$ cat config.mk
export PLATFORM = sky130hd
export DESIGN_NAME = olfd_display
export DESIGN_NICKNAME = d
export VERILOG_FILES = /design/src/olfd_pkg.sv /design/src/olfd_display.sv
export SDC_FILE = /design/constraint.sdc
export NUM_CORES = 1
export LEC_CHECK = 0
export ABC_AREA = 1
export ABC_CLOCK_PERIOD_IN_PS = 2700
export CORE_UTILIZATION = 69
export CTS_CLUSTER_SIZE = 8
export DETAILED_ROUTE_END_ITERATION = 8
export DONT_BUFFER_PORTS = 1
export PLACE_DENSITY = 0.85
export SLEW_MARGIN = 20
export SYNTH_ARGS = -nofsm -noshare
export SYNTH_HDL_FRONTEND = slang
export SYNTH_SLANG_ARGS = --single-unit
$ cat constraint.sdc
create_clock -name i_sys_clk -period 2.7 [get_ports i_sys_clk]
set_clock_uncertainty 0.1 [all_clocks]
set_input_delay 0.27 -clock i_sys_clk [delete_from_list [all_inputs] [get_ports i_sys_clk]]
set_output_delay 0.27 -clock i_sys_clk [all_outputs]
set_load 0.02 [all_outputs]
$ cat src/olfd_pkg.sv
// Package of constants and types for the octal LED fault display
package olfd_pkg;

  // Timing, in milliseconds as chosen for human reading
  localparam int unsigned CLK_HZ        = 25000000;
  localparam int unsigned MARK_STEP_MS  = 300;
  localparam int unsigned DIGIT_SHOW_MS = 800;
  localparam int unsigned BLANK_MS      = 500;
  // Derived cycle counts
  localparam int unsigned MARK_STEP_CYC  = CLK_HZ / 1000 * MARK_STEP_MS;
  localparam int unsigned DIGIT_SHOW_CYC = CLK_HZ / 1000 * DIGIT_SHOW_MS;
  localparam int unsigned BLANK_CYC      = CLK_HZ / 1000 * BLANK_MS;

  // LED and code layout
  localparam int unsigned LED_W   = 3;
  localparam int unsigned CODE_W  = 6;
  localparam int unsigned MSD_LSB = 3;
  localparam logic [2:0]  LEDS_OFF = 3'h0;
  localparam logic [2:0]  OP_MSD   = 3'h7;
  localparam logic [2:0]  MARK_RIGHT = 3'h1;
  localparam logic [5:0]  CODE_RST = 6'h00;

  // Self-test codes, hex literal of the two-digit octal value
  localparam logic [5:0] ST_DPRAM      = 6'h04;  // Octal 04
  localparam logic [5:0] ST_GA_PROG    = 6'h0d;  // Octal 15
  localparam logic [5:0] ST_GA_VERIFY  = 6'h0e;  // Octal 16
  localparam logic [5:0] ST_SRAM       = 6'h0f;  // Octal 17
  localparam logic [5:0] ST_HBUF       = 6'h10;  // Octal 20
  localparam logic [5:0] ST_HBUF_PAR   = 6'h11;  // Octal 21
  localparam logic [5:0] ST_DMA_XFER   = 6'h12;  // Octal 22
  localparam logic [5:0] ST_DMA_ADDR   = 6'h13;  // Octal 23
  localparam logic [5:0] ST_CPU_TIMER  = 6'h14;  // Octal 24
  localparam logic [5:0] ST_SCSI_REGS  = 6'h15;  // Octal 25
  localparam logic [5:0] ST_SCSI_HANG  = 6'h16;  // Octal 26
  localparam logic [5:0] ST_UNEXP_IRQ  = 6'h17;  // Octal 27
  // Operational error low digits
  localparam logic [2:0] OP_BAD_IRQ    = 3'h2;
  localparam logic [2:0] OP_REQ_OVF    = 3'h3;
  localparam logic [2:0] OP_DONE_OVF   = 3'h4;
  localparam logic [2:0] OP_CB_OVF     = 3'h5;
  localparam logic [2:0] OP_BAD_CMD    = 3'h6;
  localparam logic [2:0] OP_MEM_FAULT  = 3'h7;

  // Display phases, one-hot
  typedef enum logic [5:0] {
    OLFD_IDLE  = 6'h01,
    OLFD_MARK  = 6'h02,
    OLFD_MSD   = 6'h04,
    OLFD_GAP1  = 6'h08,
    OLFD_LSD   = 6'h10,
    OLFD_GAP2  = 6'h20
  } olfd_state_type;

endpackage

$ cat src/olfd_display.sv
// Octal two-digit fault code sequencer driving three indicator LEDs
`timescale 1ns/1ps

////////////////////////////////////////////////////////////////////////////////
// Summary of operation
// - Failures shown as two octal digits, three LEDs
// - Each digit driven as binary onto LEDs
// - Start marker chases right to left
// - Most significant digit follows the marker
// - Blank pause, then low digit, zero dark
// - Another blank, then whole pattern repeats
// - Self-test codes 04, 15, 16, 17
// - Self-test codes 20 through 23
// - Self-test codes 24 through 27
// - Operational errors carry high digit seven
// - Operational high digit lights all three LEDs
// - Operational low digit, pause, marker, repeat
// - Operational low digits 2 through 7 meanings
module olfd_display #(
  parameter int unsigned MARK_STEP_CYCLES  = olfd_pkg::MARK_STEP_CYC,
  parameter int unsigned DIGIT_SHOW_CYCLES = olfd_pkg::DIGIT_SHOW_CYC,
  parameter int unsigned BLANK_CYCLES      = olfd_pkg::BLANK_CYC
) (
  // Clock and reset
  input  wire logic                        i_sys_clk,
  input  wire logic                        i_sys_rst,
  // Self-test failure report (same clock)
  input  wire logic                        i_selftest_fail,
  input  wire logic [olfd_pkg::CODE_W-1:0] i_selftest_code,
  // Operational error report (same clock)
  input  wire logic                        i_op_error,
  input  wire logic [olfd_pkg::LED_W-1:0]  i_op_digit,
  // Indicator LEDs, bit 0 rightmost, active high
  output logic      [olfd_pkg::LED_W-1:0]  o_leds,
  // A code is latched and being shown
  output logic                             o_code_active
);
  import olfd_pkg::*;

  // A zero step length would underflow the countdown, refuse it early
  localparam bit STEPS_OK = (MARK_STEP_CYCLES >= 1) &&
                            (DIGIT_SHOW_CYCLES >= 1) && (BLANK_CYCLES >= 1);
  if (!STEPS_OK) begin : g_bad_steps
    $error("olfd_display: step lengths must be at least one cycle");
  end

  ////////////////////////////////////////////////////////////////////////////
  // State record
  typedef struct packed {
    olfd_state_type st;    // Display phase
    logic [31:0]    cnt;   // Cycles left in current step
    logic [1:0]     step;  // Marker position, 0 is rightmost
    logic [5:0]     code;  // Latched code, two octal digits
    logic           held;  // A code has been captured
    logic [2:0]     leds;  // LED drive
  } olfd_reg_type;

  olfd_reg_type r_q;  // Registered state
  olfd_reg_type r_d;  // Next state

  localparam logic [31:0] MARK_LAST  = 32'(MARK_STEP_CYCLES - 1);
  localparam logic [31:0] DIGIT_LAST = 32'(DIGIT_SHOW_CYCLES - 1);
  localparam logic [31:0] BLANK_LAST = 32'(BLANK_CYCLES - 1);

  ////////////////////////////////////////////////////////////////////////////
  // Next-state logic
  always_comb begin
    r_d = r_q;
    case (r_q.st)
      // Wait for the first failure; self-test takes priority
      OLFD_IDLE: begin
        r_d.leds = LEDS_OFF;
        if (i_selftest_fail) begin
          r_d.code = i_selftest_code;
          r_d.held = 1'b1;
          r_d.st   = OLFD_MARK;
          r_d.step = 2'h0;
          r_d.cnt  = MARK_LAST;
          r_d.leds = MARK_RIGHT;
        end else if (i_op_error) begin
          r_d.code = {OP_MSD, i_op_digit};
          r_d.held = 1'b1;
          r_d.st   = OLFD_MARK;
          r_d.step = 2'h0;
          r_d.cnt  = MARK_LAST;
          r_d.leds = MARK_RIGHT;
        end
      end
      // Chase one LED from right to left
      OLFD_MARK: begin
        if (r_q.cnt != 32'h0) begin
          r_d.cnt = r_q.cnt - 32'h1;
        end else if (r_q.step != 2'h2) begin
          r_d.step = r_q.step + 2'h1;
          r_d.leds = 3'(MARK_RIGHT << (r_q.step + 2'h1));
          r_d.cnt  = MARK_LAST;
        end else begin
          r_d.st   = OLFD_MSD;
          r_d.leds = r_q.code[MSD_LSB +: LED_W];
          r_d.cnt  = DIGIT_LAST;
        end
      end
      // Show high digit
      OLFD_MSD: begin
        if (r_q.cnt != 32'h0) begin
          r_d.cnt = r_q.cnt - 32'h1;
        end else begin
          r_d.st   = OLFD_GAP1;
          r_d.leds = LEDS_OFF;
          r_d.cnt  = BLANK_LAST;
        end
      end
      // First blank pause
      OLFD_GAP1: begin
        if (r_q.cnt != 32'h0) begin
          r_d.cnt = r_q.cnt - 32'h1;
        end else begin
          r_d.st   = OLFD_LSD;
          r_d.leds = r_q.code[LED_W-1:0];
          r_d.cnt  = DIGIT_LAST;
        end
      end
      // Show low digit; zero leaves LEDs dark
      OLFD_LSD: begin
        if (r_q.cnt != 32'h0) begin
          r_d.cnt = r_q.cnt - 32'h1;
        end else begin
          r_d.st   = OLFD_GAP2;
          r_d.leds = LEDS_OFF;
          r_d.cnt  = BLANK_LAST;
        end
      end
      // Second pause, then restart; new codes never reload
      OLFD_GAP2: begin
        if (r_q.cnt != 32'h0) begin
          r_d.cnt = r_q.cnt - 32'h1;
        end else begin
          r_d.st   = OLFD_MARK;
          r_d.step = 2'h0;
          r_d.leds = MARK_RIGHT;
          r_d.cnt  = MARK_LAST;
        end
      end
      default: begin
        r_d.st   = OLFD_IDLE;
        r_d.leds = LEDS_OFF;
        r_d.cnt  = 32'h0;
      end
    endcase
  end

  ////////////////////////////////////////////////////////////////////////////
  // State register
  always_ff @(posedge i_sys_clk or posedge i_sys_rst) begin
    if (i_sys_rst) begin
      r_q.st   <= OLFD_IDLE;
      r_q.cnt  <= 32'h0;
      r_q.step <= 2'h0;
      r_q.code <= CODE_RST;
      r_q.held <= 1'b0;
      r_q.leds <= LEDS_OFF;
    end else begin
      r_q <= r_d;
    end
  end

  // Outputs straight from flip-flops
  assign o_leds        = r_q.leds;
  assign o_code_active = r_q.held;
endmodule

== After elaboration in Yosys (flattened, before gate mapping) ==
Index checks and enable logic that the tools add are counted.
Storage, ports and cells
  RAM bits: 0
  bits in read-only memories: 0
  output and inout port bits: 4
  word-level logic and storage cells: 57
  bits in registers: 50
  memories: 0
  bits in latches: 0
  input port bits: 13
Cells by class
  multipliers: 0
  bitwise logic cells: 0
  div/mod/pow operators: 0
  order comparisons: 0
  shift-type cells: 1
  muxes and demuxes: 24
  reductions and logical operators: 8
  eq/ne operators: 16
  add/subtract/negate cells: 2
Operator list (number)
  case mux 38 bit (6 select lines): 1
  2-to-1 mux 32 bit: 4
  2-to-1 mux 50 bit: 2
  2-to-1 mux 6 bit: 6
  nonzero test 32 bit: 1
  subtractor 32 x 1 -> 32 bit (second input constant): 1
  2-to-1 mux 25 bit: 1
  inequality test 2 bit (second input constant): 9
  2-to-1 mux 3 bit: 5
  case mux 3 bit (5 select lines): 1
  AND reduction 7 bit: 1
  equality test 6 x 1 -> 1 bit (second input constant): 1
  equality test 6 x 2 -> 1 bit (second input constant): 1
  equality test 6 x 3 -> 1 bit (second input constant): 1
  equality test 6 x 4 -> 1 bit (second input constant): 1
  equality test 6 x 5 -> 1 bit (second input constant): 1
  equality test 6 bit (second input constant): 1
  2-to-1 mux 2 bit: 3
  case mux 2 bit (3 select lines): 1
  AND reduction 5 bit: 1
  AND reduction 4 bit: 1
  inequality test 3 bit (second input constant): 1
  nonzero test 3 bit: 1
  left shift 1 x 2 -> 3 bit (first input constant): 1
  other kinds (4): 4

== Logic depth before layout (Yosys ltp) ==
Gate-level depths: netlist of the first run.
  depth in word-level cells: 5
  gate-level depth with buffers: 12
  depth with buffers taken out: 12

== Worst setup path after synthesis of the first run ==
Ideal clock, no wire load.
  kind: register to register
  start: register r_q[12] (netlist bit)
  end: register r_q[29] (netlist bit)
  data required time: 2.473 ns
  slack: 0.888 ns
  data arrival time: 1.585 ns
  period minus slack after synthesis: 1.812 ns
  cell stages (with the launch flop): 12
  setup time: 0.127 ns
  buffers on the path: 0
  cells stage by stage: dfrtp_1 > inv_1 > ha_1 > nand2_4 > nor2_8 > nand2_4 > nor2_8 > nand2_1 > nand2_2 > nand3_2 > nand2_1 > nand3_1
On the way
  word-level cells in the longest chain between the ends: 3
  elaborated cells on any way between the ends: 7
  classes of those cells: add/sub: 1; mux: 5; reduce/logical: 1
RTL lines
  start, declared: RTL line olfd_display.sv:58  | olfd_reg_type r_q;
  start signal, assigned: RTL line olfd_display.sv:163  | r_q <= r_d;
  subtractor 32 x 1 -> 32 bit or nonzero test 32 bit (tied branches)
  2-to-1 mux 32 bit (on tied branches)
  case mux 38 bit (6 select lines) *: RTL line olfd_display.sv:69  | case (r_q.st)
Every way passes the cells marked *; elsewhere a longest branch is shown, timed or not.
A chain may end at the register's enable or synchronous reset.

== Worst setup path after layout of the first run ==
  start: register r_q[12] (netlist bit)
  end: register r_q[17] (netlist bit)
Same word-level chain as after synthesis.

==> results of run 1 <==
[state kept, by name, indices dropped and copies added, names as in the netlist]
name and count:
o_leds 3, r_q 46, o_code_active 1
[power by group through the flow]
stage / combinational, uW / sequential (uW) / clock, uW
2_1_floorplan: 1430 / 1120 / 0
3_3_place_gp: 1710 / 1170 / 0
3_5_place_dp: 1770 / 1180 / 0
4_1_cts: 1790 / 1170 / 537
5_1_grt: 2030 / 1200 / 563
6_report: 1830 / 1180 / 534
[synthesized netlist by cell type (all sizes together)]
| library cell | number | area, um2 |
|---|---|---|
| ha | 5 | 62.6 |
| dfrtp | 49 | 1230 |
| xor2 | 9 | 78.8 |
| a21oi | 7 | 35.0 |
| nor2 | 90 | 440 |
| nand2 | 145 | 623 |
| nor3 | 7 | 35.0 |
| a22oi | 2 | 15.0 |
| or2 | 2 | 12.5 |
| nand4 | 14 | 109 |
| dfstp | 1 | 26.3 |
| nand3b | 2 | 15.0 |
| and3 | 1 | 6.26 |
| o221ai | 1 | 8.76 |
| o22ai | 1 | 6.26 |
| o211ai | 3 | 22.5 |
| xnor2 | 4 | 35.0 |
| inv | 55 | 211 |
| a31oi | 3 | 18.8 |
| buf | 8 | 58.8 |
| o21ai | 31 | 163 |
| nand3 | 35 | 195 |
[metal layers]
metal	GRT usage (%)	routed length (um)
met3	8.19	629
met1	43.9	3420
met5	0	0
met2	61.1	4330
met4	18.3	299
[final cells by class]
type / count / area (um2)
Clock buffer: 5 / 68.8
Timing Repair Buffer: 3 / 25.0
Sequential cell: 50 / 1250
Fill cell: 364 / 1150
Tap cell: 67 / 83.8
Clock inverter: 3 / 45.0
Inverter: 55 / 213
Multi-Input combinational cell: 362 / 1880
[path summary, 6_finish.rpt]
kind	start	endpoint	slack, ns	cells past startpoint
max	r_q[12]$_DFFE_PP0P_	r_q[17]$_DFFE_PP0P_	0.52	11
min	i_selftest_fail	r_q[5]$_DFFE_PP0P_	0.005	2
max reg2reg	r_q[12]$_DFFE_PP0P_	r_q[17]$_DFFE_PP0P_	0.52	11
min reg2reg	r_q[9]$_DFFE_PP0P_	r_q[9]$_DFFE_PP0P_	0.41	2
max in group asynchronous	i_sys_rst	r_q[36]$_DFFE_PP0P_	1.53	2
min in group asynchronous	i_sys_rst	r_q[18]$_DFFE_PP0P_	0.46	2
[worst max-delay path, cell delays in order (launching register included)]
cell,delay (ns)
dfrtp_1,0.38
inv_1,0.16
ha_1,0.29
nand2_4,0.11
nor2_8,0.19
nand2_4,0.09
nor2_8,0.25
inv_6,0.12
o21ai_2,0.11
nand2_1,0.09
nand2_1,0.06
o211ai_1,0.09
[per-stage QoR]
stage / utilization [%] / setup WS, ns / area, um2
final: 75.6 / 0.520 / 3570
after global placement: 72.9 / 0.662 / 3440
after global routing: 75.6 / 0.392 / 3570
after CTS: 75.3 / 0.537 / 3560
after detailed placement: 72.9 / 0.590 / 3440
after floorplan: - / 0.888 / 3400
[what timing repair did]
item                      CTS  global route
hold buffers                0             1
hold endpoints to repair    0            49
buffers inserted            0             0
[logic make-up after synthesis]
group           Yosys count
simple gates            296
buf+inv                  63
flops                    50
compound gates           48
xor+xnor                 13
fa+ha+maj                 5
==> impl_metrics.ini, run 1 <==
[worst_setup_path]
worstPathArrival_ns = 2.26
start_kind = flop
end_kind = flop
worstSetupPathType = flop to flop
crit_required_ns = 2.78
critPathMaxFanout = 9

[clocking]
cts_tree = built
clk_pin_slew_ns = 0.09
cts.sinks = 50
clk_latency_ns = 0.31
htree_levels = 2
clockBufferDepth = 2
cts_made_buffers = 5
root_buffer = clkbuf_8
cts_resized = 0

[power_and_ir_drop]
p_clk_share_pct = 15.1
p_comb_share_pct = 51.6
swShare_pct = 49.0
ir_worst_vdd_uv = 804
powerDensity_nw_per_um2 = 992
power.net_switching_uw = 1740
power.total_uw = 3540
seqPwrFrac_pct = 33.3
internal-power_uw = 1800
p_leak_uw = 0.00182

[global_route]
grt_overflow = 0
antenna_found_initial = 0
grt_max_degree = 51
grt_use_total_pct = 36.3
first_global_vias = 3141
grt_pass1_wl_um = 14400

[yosys]
ys_ff_latch = 50
avgSynthCellArea_um2 = 7.17
netlist_instances = 475
synth_top_family_by_area = simple AND/OR/NAND/NOR gates
synth_cell_types = 37
synthAdderAreaFrac_pct = 1.84
syn_area_um2 = 3400
ys_seq_area_share_pct = 36.8
synth-simple-area-share_pct = 42.2
synth_xor_area_share_pct = 3.34
synth_fp_nets = 493
synth-compound-area-share_pct = 7.90
synth_mux_area_share_pct = 0
yosysWarnings = 0

[run_status]
status = completed

[detailed_routing]
vias = 3194
wl_per_cell_um = 15.9
dr.pass1.iters = 5
drtIter0Drc = 228
drtAntennaViolNets = 0
viasPerCell = 5.86
wl_um = 8680
drc_errors = 0

[sta]
min_period_over_period_pct = 80.7
rsz0062_at_grt = false
fmax_mhz = 459
fin_hold_ws_ns = 0.00532
slew_violations = 0
slew_headroom_pct = 42.9
setup_viol = 0
report.final.hold_viol_count = 0
worstMarginPinSlew_ns = 0.857
fin_crit_ns = 2.18
tns_ns = 0

[floorplan]
core-area_um2 = 4720
die_height_um = 72.2
die_width_um = 72.2
rows = 25
start_util_pct = 72.1
die-area_um2 = 5220
ios = 17

[hold_path]
worstHoldPathType = input pin to flop

[finish]
mostFrequentLayoutCell = nand2_1
fin_nets = 495
n_antenna_cell = 0
drive_gt1_share_pct = 13.4
layout_common_cells = nand2_1, nor2_1, dfrtp_1
syn_to_final_growth_pct = 4.85
final_cells = 545

[placed_design]
port_buffers = 0
dpl.cell_count = 536
place.gp.congestion = 0.961
dp_hpwl_um = 6350

[flow_run]
drv_cap = 0
(Power assumes the default switching activity.)
==> inputs of run 2 (changes only) <==
--- a/config.mk
+++ b/config.mk
@@ -6,12 +6,12 @@
 export NUM_CORES = 1
 export LEC_CHECK = 0
 export ABC_AREA = 1
-export ABC_CLOCK_PERIOD_IN_PS = 2700
-export CORE_UTILIZATION = 69
+export ABC_CLOCK_PERIOD_IN_PS = 1800
+export CORE_UTILIZATION = 58
 export CTS_CLUSTER_SIZE = 8
 export DETAILED_ROUTE_END_ITERATION = 8
 export DONT_BUFFER_PORTS = 1
-export PLACE_DENSITY = 0.85
+export PLACE_DENSITY = 0.76
 export SLEW_MARGIN = 20
 export SYNTH_ARGS = -nofsm -noshare
 export SYNTH_HDL_FRONTEND = slang
==> constraint.sdc (replaced) <==
create_clock -name i_sys_clk -period 1.8 [get_ports i_sys_clk]
set_clock_uncertainty 0.1 [all_clocks]
set_input_delay 0.18 -clock i_sys_clk [delete_from_list [all_inputs] [get_ports i_sys_clk]]
set_output_delay 0.18 -clock i_sys_clk [all_outputs]
set_load 0.02 [all_outputs]
==> impl_metrics.ini, run 2 (synthesis gave the netlist of run 1 again) <==
[clocking]
clk_pin_slew_ns = 0.10
cts_tree = built
htree_levels = 2
cts_made_buffers = 5
cts.sinks = 50
clk_latency_ns = 0.31
root_buffer = clkbuf_8
clockBufferDepth = 2

[finish]
drive_gt1_share_pct = 33.2
seq_area_um2 = 1250
mostFrequentLayoutCell = nand2_1
largest_register_ffs = 46
fillers = 348
utilization_pct = 81.8
fin_nets = 577
n_antenna_cell = 0
final_cells = 632
layout_common_cells = nand2_1, buf_4, nor2_1
syn_to_final_growth_pct = 33.9
largest-register = r_q
multi_input_area_um2 = 2130

[run_status]
status = complete, but fails checks
violations = setup timing

[floorplan]
core-area_um2 = 5570
die-area_um2 = 6180
die_width_um = 78.6
start_util_pct = 61.1
ios = 17
die_height_um = 78.6
rows = 27

[detailed_routing]
dr.pass1.iters = 5
viasPerCell = 5.78
wl_um = 10600
drc_errors = 0
wl_per_cell_um = 16.8
drtAntennaViolNets = 0
vias = 3654
drtIter0Drc = 338

[sta]
fmax_mhz = 540
layout_setup_ws_ns = -0.0508
min_period_over_period_pct = 103
rsz0062_at_grt = true
slew_headroom_pct = 66.7
fin_crit_ns = 1.85
setup_viol = 8
report.final.hold_viol_count = 0
slew_violations = 0
worstMarginPinSlew_ns = 0.499

[hold_path]
worstHoldPathType = input pin to flop

[global_route]
top_usage_layer = met2
grt_max_degree = 30
grt_use_total_pct = 32.9
first_global_vias = 3401
grt.met2_usage_pct = 57.6
grt_overflow = 0
grt_use_met1_pct = 40.5
gr-usage-met3_pct = 4.77
grt_pass1_wl_um = 15500
antenna_found_initial = 0

[placed_design]
dpl.cell_count = 594
place.gp.congestion = 0.963
port_buffers = 0
dp_hpwl_um = 6900

[worst_setup_path]
end_kind = flop
worstSetupPathType = flop to flop
start_kind = flop
critPathMaxFanout = 9
crit_required_ns = 1.89
worstPathArrival_ns = 1.94

[power_and_ir_drop]
powerDensity_nw_per_um2 = 1480
p_leak_uw = 0.00230
ir_worst_vdd_uv = 918

[flow_run]
drv_cap = 0
run 2: cell count changes in the layout (fill, tap and decap cells not counted), sizes merged:
cell	change
clkinvlp	-2
dlygate4sd3	+13
clkbuf	+1
bufinv	+1
buf	+69
run 2: worst paths after layout:
kind	start	end	slack, ns	depth (start not counted)
worst max register to register	r_q[49]$_DFFE_PP0P_	r_q[45]$_DFFE_PP0P_	-0.05	10
worst max-delay path	r_q[49]$_DFFE_PP0P_	r_q[45]$_DFFE_PP0P_	-0.05	10
worst min-delay path	i_selftest_fail	r_q[9]$_DFFE_PP0P_	0.13	3
max in group asynchronous	i_sys_rst	r_q[44]$_DFFE_PP1P_	0.76	3
min in group asynchronous	i_sys_rst	r_q[29]$_DFFE_PP0P_	0.25	2
worst min register to register	r_q[9]$_DFFE_PP0P_	r_q[9]$_DFFE_PP0P_	0.42	2
run 2: layout make-up:
class	count	share of cell area, %
Tap cell	72	1.98
Clock inverter	2	1.32
Multi-Input combinational cell	362	46.7
Sequential cell	50	27.5
Timing Repair Buffer	85	15.8
Inverter	55	4.91
Clock buffer	6	1.81
run 2: worst max-delay path, stage by stage, from the launching register on:
cell	delay, ns
dfrtp_1	0.40
inv_2	0.07
nand2_1	0.06
inv_2	0.06
nand4_1	0.25
nand2_2	0.26
clkinv_4	0.12
nand2_8	0.13
nand2_8	0.08
nand4_1	0.09
nand2_1	0.09
run 2: timing repair:
item,in CTS,in global routing
endpoints found under the setup margin,29,46
buffers inserted,1,15
pin swaps,1,27
hold buffers,14,0
endpoints found under the hold margin,27,0
resized for setup,8,73
run 2: power by group:
part	switching, uW	total (uW)	internal (uW)	leakage (uW)
registers	317	1750	1440	0.000643
clock network	401	994	593	0.0000714
logic	2370	4020	1640	0.00158
total	3090	6760	3670	0.00230
run 2: per-stage QoR:
stage / setup TNS (ns) / hold slack (ns) / setup slack [ns] / total power (uW) / area [um2]
6_report: -0.133 / 0.129 / -0.0508 / 6760 / 4560
4_1_cts: -0.0257 / 0.101 / -0.0169 / 6000 / 4190
5_1_grt: -2.64 / 0.164 / -0.122 / 7170 / 4560
2_1_floorplan: 0 / 0.228 / 0.0167 / 3820 / 3410
3_3_place_gp: -0.0363 / 0.0253 / -0.0259 / 4830 / 3880
3_5_place_dp: -0.445 / 0.0202 / -0.0608 / 4920 / 3880
run 2: routing by layer:
metal | routed length (um) | up-vias
met4 | 548 | 0
met2 | 5180 | 180
met1 | 4210 | 1737
li1 | - | 1682
met5 | 0 | -
met3 | 682 | 55
